## src/design/mcsr_pkg.sv

```systemverilog
package mcsr_pkg;
    // register addresses on the device's internal register port
    localparam logic [7:0] MCSR_ADDR_CONFIG = 8'h40;
    localparam logic [7:0] MCSR_ADDR_STAT1  = 8'h41;

    // configuration bit positions
    localparam int MCSR_CFG_GO       = 0;
    localparam int MCSR_CFG_LOCK     = 1;
    localparam int MCSR_CFG_READY    = 2;
    localparam int MCSR_CFG_FANS_MAX = 3;
    localparam int MCSR_CFG_SPIN     = 5;
    localparam int MCSR_CFG_TMO_OFF  = 6;
    localparam int MCSR_CFG_VSCALE   = 7;

    // first status bit positions
    localparam int MCSR_ST_MID  = 0;
    localparam int MCSR_ST_VCC  = 2;
    localparam int MCSR_ST_R1T  = 4;
    localparam int MCSR_ST_LT   = 5;
    localparam int MCSR_ST_R2T  = 6;
    localparam int MCSR_ST_SUM  = 7;

    // reserved bit positions, always read as zero
    localparam int MCSR_CFG_RSVD  = 4;
    localparam int MCSR_ST_RSVD_A = 1;
    localparam int MCSR_ST_RSVD_B = 3;

    localparam logic [7:0] MCSR_CFG_RESET  = 8'h00;
    localparam logic [7:0] MCSR_STAT_RESET = 8'h00;
    localparam logic [7:0] MCSR_RD_UNMAPPED = 8'h00;

    // latched flags in status order: mid rail, vcc, remote 1, local, remote 2
    localparam int MCSR_NFLAGS = 5;

    // power-up settle time before ready, in microseconds
    localparam int MCSR_PWRUP_US     = 10;
    localparam int MCSR_CLK_MHZ      = 50;
    localparam int MCSR_PWRUP_CYCLES = MCSR_PWRUP_US * MCSR_CLK_MHZ;

    // register port request
    typedef struct packed {
        logic       wr;
        logic       rd;
        logic [7:0] addr;
        logic [7:0] wdata;
    } mcsr_req_t;

    // live out-of-limit conditions from the measurement logic
    typedef struct packed {
        logic remote_two_temp;
        logic local_temp;
        logic remote_one_temp;
        logic vcc_volt;
        logic mid_rail_volt;
    } mcsr_cond_t;

    // controls handed to monitoring and fan logic
    typedef struct packed {
        logic monitor_go;
        logic all_fans_max;
        logic spinup_tach_skip;
        logic bus_timeout_off;
        logic vcc_five_volt;
        logic lock;
    } mcsr_ctrl_t;
endpackage

```

## src/design/mcsr_regs.sv

```systemverilog
// How it works
// - go bit set: monitor using programmed limits
// - go clear: default limits, programmed limits kept
// - lock makes go bit read-only
// - lock is write-once; lockable bits freeze
// - ready bit rises after power-up completes
// - fans-max bit forces full speed, never locks
// - config bit 4, status bits 1,3 reserved
// - spin-up skip holds PWM high whole timeout
// - lockable bit 6 disables bus timeout
// - lockable bit 7 picks 5 V or 3.3 V scaling
// - status bits 0,2 flag voltage limits
// - status bits 4,5,6 flag temperature limits
// - read clears flag only if condition ended
// - status bit 7 is OR of second status
module mcsr_regs
    import mcsr_pkg::*;
#(
    parameter int PWRUP_CYCLES = MCSR_PWRUP_CYCLES
) (
    // clock and reset
    input  wire logic       core_clk,
    input  wire logic       rst,
    // register port
    input  wire mcsr_req_t  req,
    output logic [7:0]      rdata_q,
    // event sources
    input  wire mcsr_cond_t cond,
    input  wire logic [7:0] status_two,
    // controls
    output mcsr_ctrl_t      ctrl
);
    // a zero settle time would leave the counter with no bits
    if (PWRUP_CYCLES < 1) begin : g_bad_cycles
        $error("PWRUP_CYCLES must be at least 1");
    end

    localparam int CNT_W       = $clog2(PWRUP_CYCLES + 1);
    // ready must follow release within the settle time plus pipeline slack
    localparam int READY_LIMIT = PWRUP_CYCLES + 2;

    function automatic logic hit(input mcsr_req_t r, input logic [7:0] a);
        return r.addr == a;
    endfunction

    logic       go_q, lock_q, max_q, spin_q, tmo_q, vsc_q, ready_q;
    logic [MCSR_NFLAGS-1:0] flag_q;
    logic [CNT_W-1:0]       pwr_cnt_q;
    logic [7:0] cfg_view, st_view;
    logic       cfg_wr, st_rd;

    assign cfg_wr = req.wr && hit(req, MCSR_ADDR_CONFIG);
    assign st_rd  = req.rd && hit(req, MCSR_ADDR_STAT1);

    // lockable bits only take writes while unlocked
    always_ff @(posedge core_clk) begin
        if (rst) begin
            go_q   <= 1'b0;
            lock_q <= 1'b0;
            spin_q <= 1'b0;
            tmo_q  <= 1'b0;
            vsc_q  <= 1'b0;
        end else if (cfg_wr && !lock_q) begin
            go_q   <= req.wdata[MCSR_CFG_GO];
            lock_q <= req.wdata[MCSR_CFG_LOCK];
            spin_q <= req.wdata[MCSR_CFG_SPIN];
            tmo_q  <= req.wdata[MCSR_CFG_TMO_OFF];
            vsc_q  <= req.wdata[MCSR_CFG_VSCALE];
        end
    end

    // fans-max stays writable regardless of lock
    always_ff @(posedge core_clk) begin
        if (rst) begin
            max_q <= 1'b0;
        end else if (cfg_wr) begin
            max_q <= req.wdata[MCSR_CFG_FANS_MAX];
        end
    end

    // power-up settle counter for ready
    always_ff @(posedge core_clk) begin
        if (rst) begin
            pwr_cnt_q <= '0;
            ready_q   <= 1'b0;
        end else if (!ready_q) begin
            if (pwr_cnt_q == CNT_W'(PWRUP_CYCLES - 1)) begin
                ready_q <= 1'b1;
            end
            pwr_cnt_q <= pwr_cnt_q + 1'b1;
        end
    end

    // sticky flags: a live condition always wins over the read clear
    for (genvar i = 0; i < MCSR_NFLAGS; i++) begin : g_flag
        always_ff @(posedge core_clk) begin
            if (rst) begin
                flag_q[i] <= 1'b0;
            end else if (cond[i]) begin
                flag_q[i] <= 1'b1;
            end else if (st_rd) begin
                flag_q[i] <= 1'b0;
            end
        end
    end

    always_comb begin
        cfg_view = MCSR_CFG_RESET;
        cfg_view[MCSR_CFG_GO]       = go_q;
        cfg_view[MCSR_CFG_LOCK]     = lock_q;
        cfg_view[MCSR_CFG_READY]    = ready_q;
        cfg_view[MCSR_CFG_FANS_MAX] = max_q;
        cfg_view[MCSR_CFG_SPIN]     = spin_q;
        cfg_view[MCSR_CFG_TMO_OFF]  = tmo_q;
        cfg_view[MCSR_CFG_VSCALE]   = vsc_q;
        st_view = MCSR_STAT_RESET;
        st_view[MCSR_ST_MID] = flag_q[0];
        st_view[MCSR_ST_VCC] = flag_q[1];
        st_view[MCSR_ST_R1T] = flag_q[2];
        st_view[MCSR_ST_LT]  = flag_q[3];
        st_view[MCSR_ST_R2T] = flag_q[4];
        st_view[MCSR_ST_SUM] = |status_two;
    end

    // read data registered one cycle after the read strobe
    always_ff @(posedge core_clk) begin
        if (rst) begin
            rdata_q <= MCSR_RD_UNMAPPED;
        end else if (req.rd) begin
            if (hit(req, MCSR_ADDR_CONFIG)) begin
                rdata_q <= cfg_view;
            end else if (hit(req, MCSR_ADDR_STAT1)) begin
                rdata_q <= st_view;
            end else begin
                rdata_q <= MCSR_RD_UNMAPPED;
            end
        end
    end

    // limit selection itself lives in the monitor; go only picks the set
    assign ctrl.monitor_go       = go_q;
    assign ctrl.all_fans_max     = max_q;
    assign ctrl.spinup_tach_skip = spin_q;
    assign ctrl.bus_timeout_off  = tmo_q;
    assign ctrl.vcc_five_volt    = vsc_q;
    assign ctrl.lock             = lock_q;

    // lock, fans-max, ready, flag, summary and reserved-bit behaviour
    a_lock_holds_go: assert property (@(posedge core_clk) disable iff (rst)
        lock_q |=> (go_q == $past(go_q)))
        else $error("go bit changed while locked");
    a_lock_sticky: assert property (@(posedge core_clk) disable iff (rst)
        lock_q |=> lock_q)
        else $error("lock cleared without reset");
    a_locked_cfg_frozen: assert property (@(posedge core_clk) disable iff (rst)
        lock_q |=> $stable({tmo_q, vsc_q, spin_q}))
        else $error("locked bit changed");
    a_fans_max_write: assert property (@(posedge core_clk) disable iff (rst)
        cfg_wr |=> (max_q == $past(req.wdata[MCSR_CFG_FANS_MAX])))
        else $error("fans max write lost");
    a_ready_rises: assert property (@(posedge core_clk)
        $fell(rst) |-> ##[0:READY_LIMIT] ready_q)
        else $error("ready never set");
    a_flag_sets: assert property (@(posedge core_clk) disable iff (rst)
        cond.mid_rail_volt |=> flag_q[0])
        else $error("voltage flag not latched");
    a_flag_held_read: assert property (@(posedge core_clk) disable iff (rst)
        (flag_q[2] && st_rd && cond.remote_one_temp) |=> flag_q[2])
        else $error("flag cleared while condition active");
    a_flag_clears: assert property (@(posedge core_clk) disable iff (rst)
        (st_rd && !cond.local_temp) |=> !flag_q[3])
        else $error("flag not cleared on read");
    a_summary_or: assert property (@(posedge core_clk) disable iff (rst)
        (req.rd && hit(req, MCSR_ADDR_STAT1))
        |=> rdata_q[MCSR_ST_SUM] == |$past(status_two))
        else $error("summary bit wrong");
    a_reserved_zero: assert property (@(posedge core_clk) disable iff (rst)
        $past(req.rd) |-> (rdata_q[MCSR_ST_RSVD_A] == 1'b0 || $past(hit(req, MCSR_ADDR_CONFIG))))
        else $error("reserved bit not zero");
    a_status_rsvd: assert property (@(posedge core_clk) disable iff (rst)
        st_rd |=> (!rdata_q[MCSR_ST_RSVD_A] && !rdata_q[MCSR_ST_RSVD_B]))
        else $error("status reserved bit not zero");
    a_cfg_rsvd: assert property (@(posedge core_clk) disable iff (rst)
        (req.rd && hit(req, MCSR_ADDR_CONFIG)) |=> !rdata_q[MCSR_CFG_RSVD])
        else $error("config reserved bit not zero");

    // an unlocked write takes every lockable bit, a locked one takes none
    a_cfg_wr_taken: assert property (@(posedge core_clk) disable iff (rst)
        (cfg_wr && !lock_q) |=> ({go_q, lock_q, spin_q, tmo_q, vsc_q} ==
            $past({req.wdata[MCSR_CFG_GO], req.wdata[MCSR_CFG_LOCK], req.wdata[MCSR_CFG_SPIN],
                   req.wdata[MCSR_CFG_TMO_OFF], req.wdata[MCSR_CFG_VSCALE]})))
        else $error("config write not taken");
    a_locked_wr_quiet: assert property (@(posedge core_clk) disable iff (rst)
        (cfg_wr && lock_q) |=> ({go_q, lock_q, spin_q, tmo_q, vsc_q} ==
            $past({go_q, lock_q, spin_q, tmo_q, vsc_q})))
        else $error("locked write changed a lockable bit");

    // settle counter, ready and reset
    a_ready_count: assert property (@(posedge core_clk) disable iff (rst)
        ready_q |-> (pwr_cnt_q == CNT_W'(PWRUP_CYCLES)))
        else $error("ready set before settle time");
    a_ready_held: assert property (@(posedge core_clk) disable iff (rst)
        ready_q |=> ready_q)
        else $error("ready dropped without reset");
    a_reset_clears: assert property (@(posedge core_clk)
        rst |=> (ctrl == '0 && flag_q == '0 && !ready_q && rdata_q == MCSR_RD_UNMAPPED))
        else $error("reset left state behind");

    // every channel latches, holds between reads and clears only on a quiet read
    for (genvar i = 0; i < MCSR_NFLAGS; i++) begin : g_flag_chk
        a_flag_latch: assert property (@(posedge core_clk) disable iff (rst)
            cond[i] |=> flag_q[i])
            else $error("flag not latched");
        a_flag_quiet_clr: assert property (@(posedge core_clk) disable iff (rst)
            (st_rd && !cond[i]) |=> !flag_q[i])
            else $error("flag kept after quiet read");
        a_flag_hold: assert property (@(posedge core_clk) disable iff (rst)
            (flag_q[i] && !st_rd) |=> flag_q[i])
            else $error("flag dropped without a read");
    end
endmodule

```

## config.mk

```make
export PLATFORM = sky130hd
export DESIGN_NAME = mcsr_regs
export DESIGN_NICKNAME = d
export VERILOG_FILES = /design/src/design/mcsr_pkg.sv /design/src/design/mcsr_regs.sv
export SDC_FILE = /design/constraint.sdc
export NUM_CORES = 1
export LEC_CHECK = 0
export BUFFER_PORTS_ARGS = -buffer_cell sky130_fd_sc_hd__clkbuf_2
export CORE_MARGIN = 2
export CORE_UTILIZATION = 44
export DETAILED_ROUTE_END_ITERATION = 8
export PLACE_DENSITY_LB_ADDON = 0.15
export SLEW_MARGIN = 0
export SYNTH_ARGS = -nofsm -noshare
export SYNTH_HDL_FRONTEND = slang
export SYNTH_SLANG_ARGS = --single-unit
export TNS_END_PERCENT = 100
```

## constraint.sdc

```tcl
create_clock -name core_clk -period 1.3 [get_ports core_clk]
set_input_delay 0.065 -clock core_clk [delete_from_list [all_inputs] [get_ports core_clk]]
set_output_delay 0.065 -clock core_clk [all_outputs]
set_load 0.05 [all_outputs]
```

==> impl_metrics.env <==
export IMPL_initial_utilization_pct=46.3
export IMPL_cp_arrival_ns=1.50
export IMPL_grt_total_usage_pct=19.5
export IMPL_ff2ff_setup_slack_ns=0.06
export IMPL_startpoint="pwr_cnt_q[1]$_SDFFE_PP0N_"
export IMPL_cts_tree="yes"
export IMPL_worst_path_max_delay_cell="or4_1"
export IMPL_rr_endpoint="pwr_cnt_q[7]$_SDFFE_PP0N_"
export IMPL_syn_area_per_cell_um2=9.36
export IMPL_n_antenna_cell=0
export IMPL_synth_xor_area_share_pct=2.48
export IMPL_drc=0
export IMPL_status="finished clean"
export IMPL_startpoint_type="flip-flop"
export IMPL_final_util_pct=61.1
export IMPL_synth_mux_area_share_pct=3.90
export IMPL_finalNonFillerCells=253
export IMPL_max_freq_mhz=806
export IMPL_die_area_um2=3680
export IMPL_synth_fa_ha_area_share_pct=0.886
export IMPL_drive_gt1_share_pct=35.9
export IMPL_antenna_left=0
export IMPL_clockBufferDepth=2
export IMPL_drv_slew=0
export IMPL_syn_area_um2=1410
export IMPL_crit_type="flip-flop to flip-flop"
export IMPL_dr_pass1_iters=4
export IMPL_path_depth=4
export IMPL_crit_chain="buf_4, nand3_1, or4_1, a21oi_1"
export IMPL_insertion_delay_ns=0.32
export IMPL_cp_top_family="simple AND/OR/NAND/NOR gates"
export IMPL_yosys_area_top_type="dfxtp_1"
export IMPL_final_cell_mix="clkbuf_2, dfxtp_1, a21oi_1"
export IMPL_dr_first_iter_drc_count=39
export IMPL_path_clk_slew_ns=0.09
export IMPL_viasPerCell=5.25
export IMPL_fp_coreArea_um2=3050
export IMPL_min_period_ns=1.24
export IMPL_grt_overflow_total=0
export IMPL_synth_simple_gate_area_share_pct=28.0
export IMPL_post_cts_buffers=0
export IMPL_rr_startpoint="pwr_cnt_q[1]$_SDFFE_PP0N_"
export IMPL_die_w_um=60.7
export IMPL_min_path_type="primary input to flip-flop"
export IMPL_fill_cells=300
export IMPL_slowest_delay_ns=0.42
export IMPL_vdd_drop_max_v=0.000642
export IMPL_area_growth_pct=32.0
export IMPL_grt_max_degree=22
export IMPL_die_h_um=60.7
export IMPL_drv_cap=0
export IMPL_portBuffers=44
export IMPL_crit_required_ns=1.56
export IMPL_synth_area_leaders="dfxtp_1, a21oi_1, buf_4, nor4b_4, mux2_1"
export IMPL_synthCells=151
export IMPL_worst_path_max_fanout=4
export IMPL_numCtsBuffers=5
export IMPL_dp_cells=236
export IMPL_yosys_warnings=0
export IMPL_setup_worst_path_end="pwr_cnt_q[7]$_SDFFE_PP0N_"
export IMPL_rows=20
export IMPL_grt_first_pass_wirelength_mm=5.23
export IMPL_synth_compound_area_share_pct=15.3
export IMPL_period_share_pct=95.4
export IMPL_synth_cell_types=39
export IMPL_finalSetupViolCount=0
export IMPL_htree_levels=2
export IMPL_hpwl_mm=2.47
export IMPL_finalHoldViolations=0
export IMPL_relSlewSlack_pct=71.7
export IMPL_clock_sinks=29
export IMPL_p_per_area_nw_per_um2=907
export IMPL_worstSetupEndpointType="flip-flop"
export IMPL_synth_top_area_share_pct=41.1
export IMPL_worst_slew_pin_slew_ns=0.424
export IMPL_gp_congestion=0.721
export IMPL_synth_top_family_by_area="simple AND/OR/NAND/NOR gates"
export IMPL_drt_wirelength_per_cell_um=13.1
export IMPL_holdWs_ns=0.0332
export IMPL_final_setup_skew_ns=0.00800
export IMPL_ys_seq_area_share_pct=41.1
export IMPL_fin_total_pwr_mw=1.69
export IMPL_power_leakage_nw=0.812
export IMPL_fin_setup_tns_ns=0
export IMPL_ys_ff_latch=29
export IMPL_drt_total_wl_mm=3.32
export IMPL_antenna_found_initial=0
export IMPL_final_nets=243
export IMPL_pin_count=47
export IMPL_ff2ff_path_depth=4
export IMPL_layout_commonest_cell="clkbuf_2"
export IMPL_syn_num_nets=185
export IMPL_routed_via_count=1328
export IMPL_path_buf_inv=1
export IMPL_cts_root_buf="clkbuf_4"
export IMPL_grt_pass1_vias=1250
-- sequential cells by signal (all words and copies together), names as in the netlist --
register / count
spin_q: 1
ready_q: 1
lock_q: 1
flag_q: 5
pwr_cnt_q: 9
rdata_q: 8
max_q: 1
vsc_q: 1
tmo_q: 1
go_q: 1
-- cells by family (layout without fill, tap and decap cells) --
family / Yosys count / in the layout
simple gates: 57 / 57
flops: 29 / 29
xor+xnor: 4 / 4
fa+ha+maj: 1 / 1
compound gates: 34 / 34
mux: 5 / 5
buf+inv: 21 / 79
-- worst register-to-register path, delay by kind of cell (launching register included) --
family                 cells  cell delay [ns]
AO/OA/AOI/OAI              1             0.15
flip-flops                 1             0.36
buffers and inverters      1             0.12
AND/OR/NAND/NOR            2             0.54
-- synthesized netlist by cell type --
library cell / n
dfxtp_1: 29
a21oi_1: 16
nor2_1: 12
buf_4: 8
inv_1: 7
nand2b_1: 7
nand4_1: 7
a311oi_1: 5
nand3_1: 5
o31ai_1: 5
mux2_1: 4
or3_1: 4
clkbuf_1: 3
nand2_1: 3
nand4b_1: 3
nor4_1: 3
xor2_1: 3
a31o_1: 2
nor2b_1: 2
nor3b_1: 2
nor4b_4: 2
o21ai_1: 2
a31oi_1: 1
a41oi_1: 1
and2_1: 1
buf_1: 1
buf_2: 1
buf_6: 1
ha_1: 1
mux2i_1: 1
nand3b_4: 1
nand4b_2: 1
nor3_2: 1
o21a_1: 1
o21ai_0: 1
or3b_2: 1
or4_1: 1
or4b_4: 1
xnor2_1: 1
-- area by class of cell --
cell class / instances / area, um2 / share of cell area, %
Tap cell: 44 / 55.1 / 2.95
Sequential cell: 29 / 586 / 31.4
Timing Repair Buffer: 65 / 403 / 21.6
Multi-Input combinational cell: 101 / 739 / 39.7
Clock buffer: 7 / 55.1 / 2.95
Inverter: 7 / 26.3 / 1.41
-- what timing repair did --
item	CTS	global route
endpoints found under the setup margin	0	6
endpoints found under the hold margin	10	0
hold buffers	10	0
gates resized for setup	0	9
-- metal layers --
metal	track usage, %	vias up	share of wire (%)
met5	0	-	0
met4	7.14	0	1.3
met3	5.97	8	5.3
met2	31.5	43	47
met1	24.6	614	46
li1	-	663	-
-- how the worst min path moves through the flow --
stage            start                     end  slack [ns]  depth (start not counted)
6_report        req[1]     lock_q$_SDFFE_PP0P_        0.03                          3
5_1_grt         req[1]     lock_q$_SDFFE_PP0P_        0.08                          3
4_1_cts         req[1]     lock_q$_SDFFE_PP0P_        0.03                          3
3_5_place_dp    req[3]      max_q$_SDFFE_PP0P_        0.31                          3
3_3_place_gp    req[3]      max_q$_SDFFE_PP0P_        0.31                          3
2_1_floorplan  cond[0]  flag_q[0]$_SDFFE_PP0P_        0.21                          2
-- stage by stage --
step	worst slack (ns)	instance area (um2)
floorplan	0.0437	1410
CTS	0.00476	1830
global placement	0.0592	1680
finish	0.0597	1860
global route	-0.000633	1860
detailed placement	0.0216	1680
-- power breakdown --
group	internal [mW]	leakage, nW	total, mW	switching (mW)
clock network	0.255	0.0314	0.555	0.300
logic	0.112	0.543	0.212	0.100
registers	0.909	0.237	0.924	0.0154
total	1.28	0.812	1.69	0.415
Note: power is estimated with default switching activity, not from simulation.
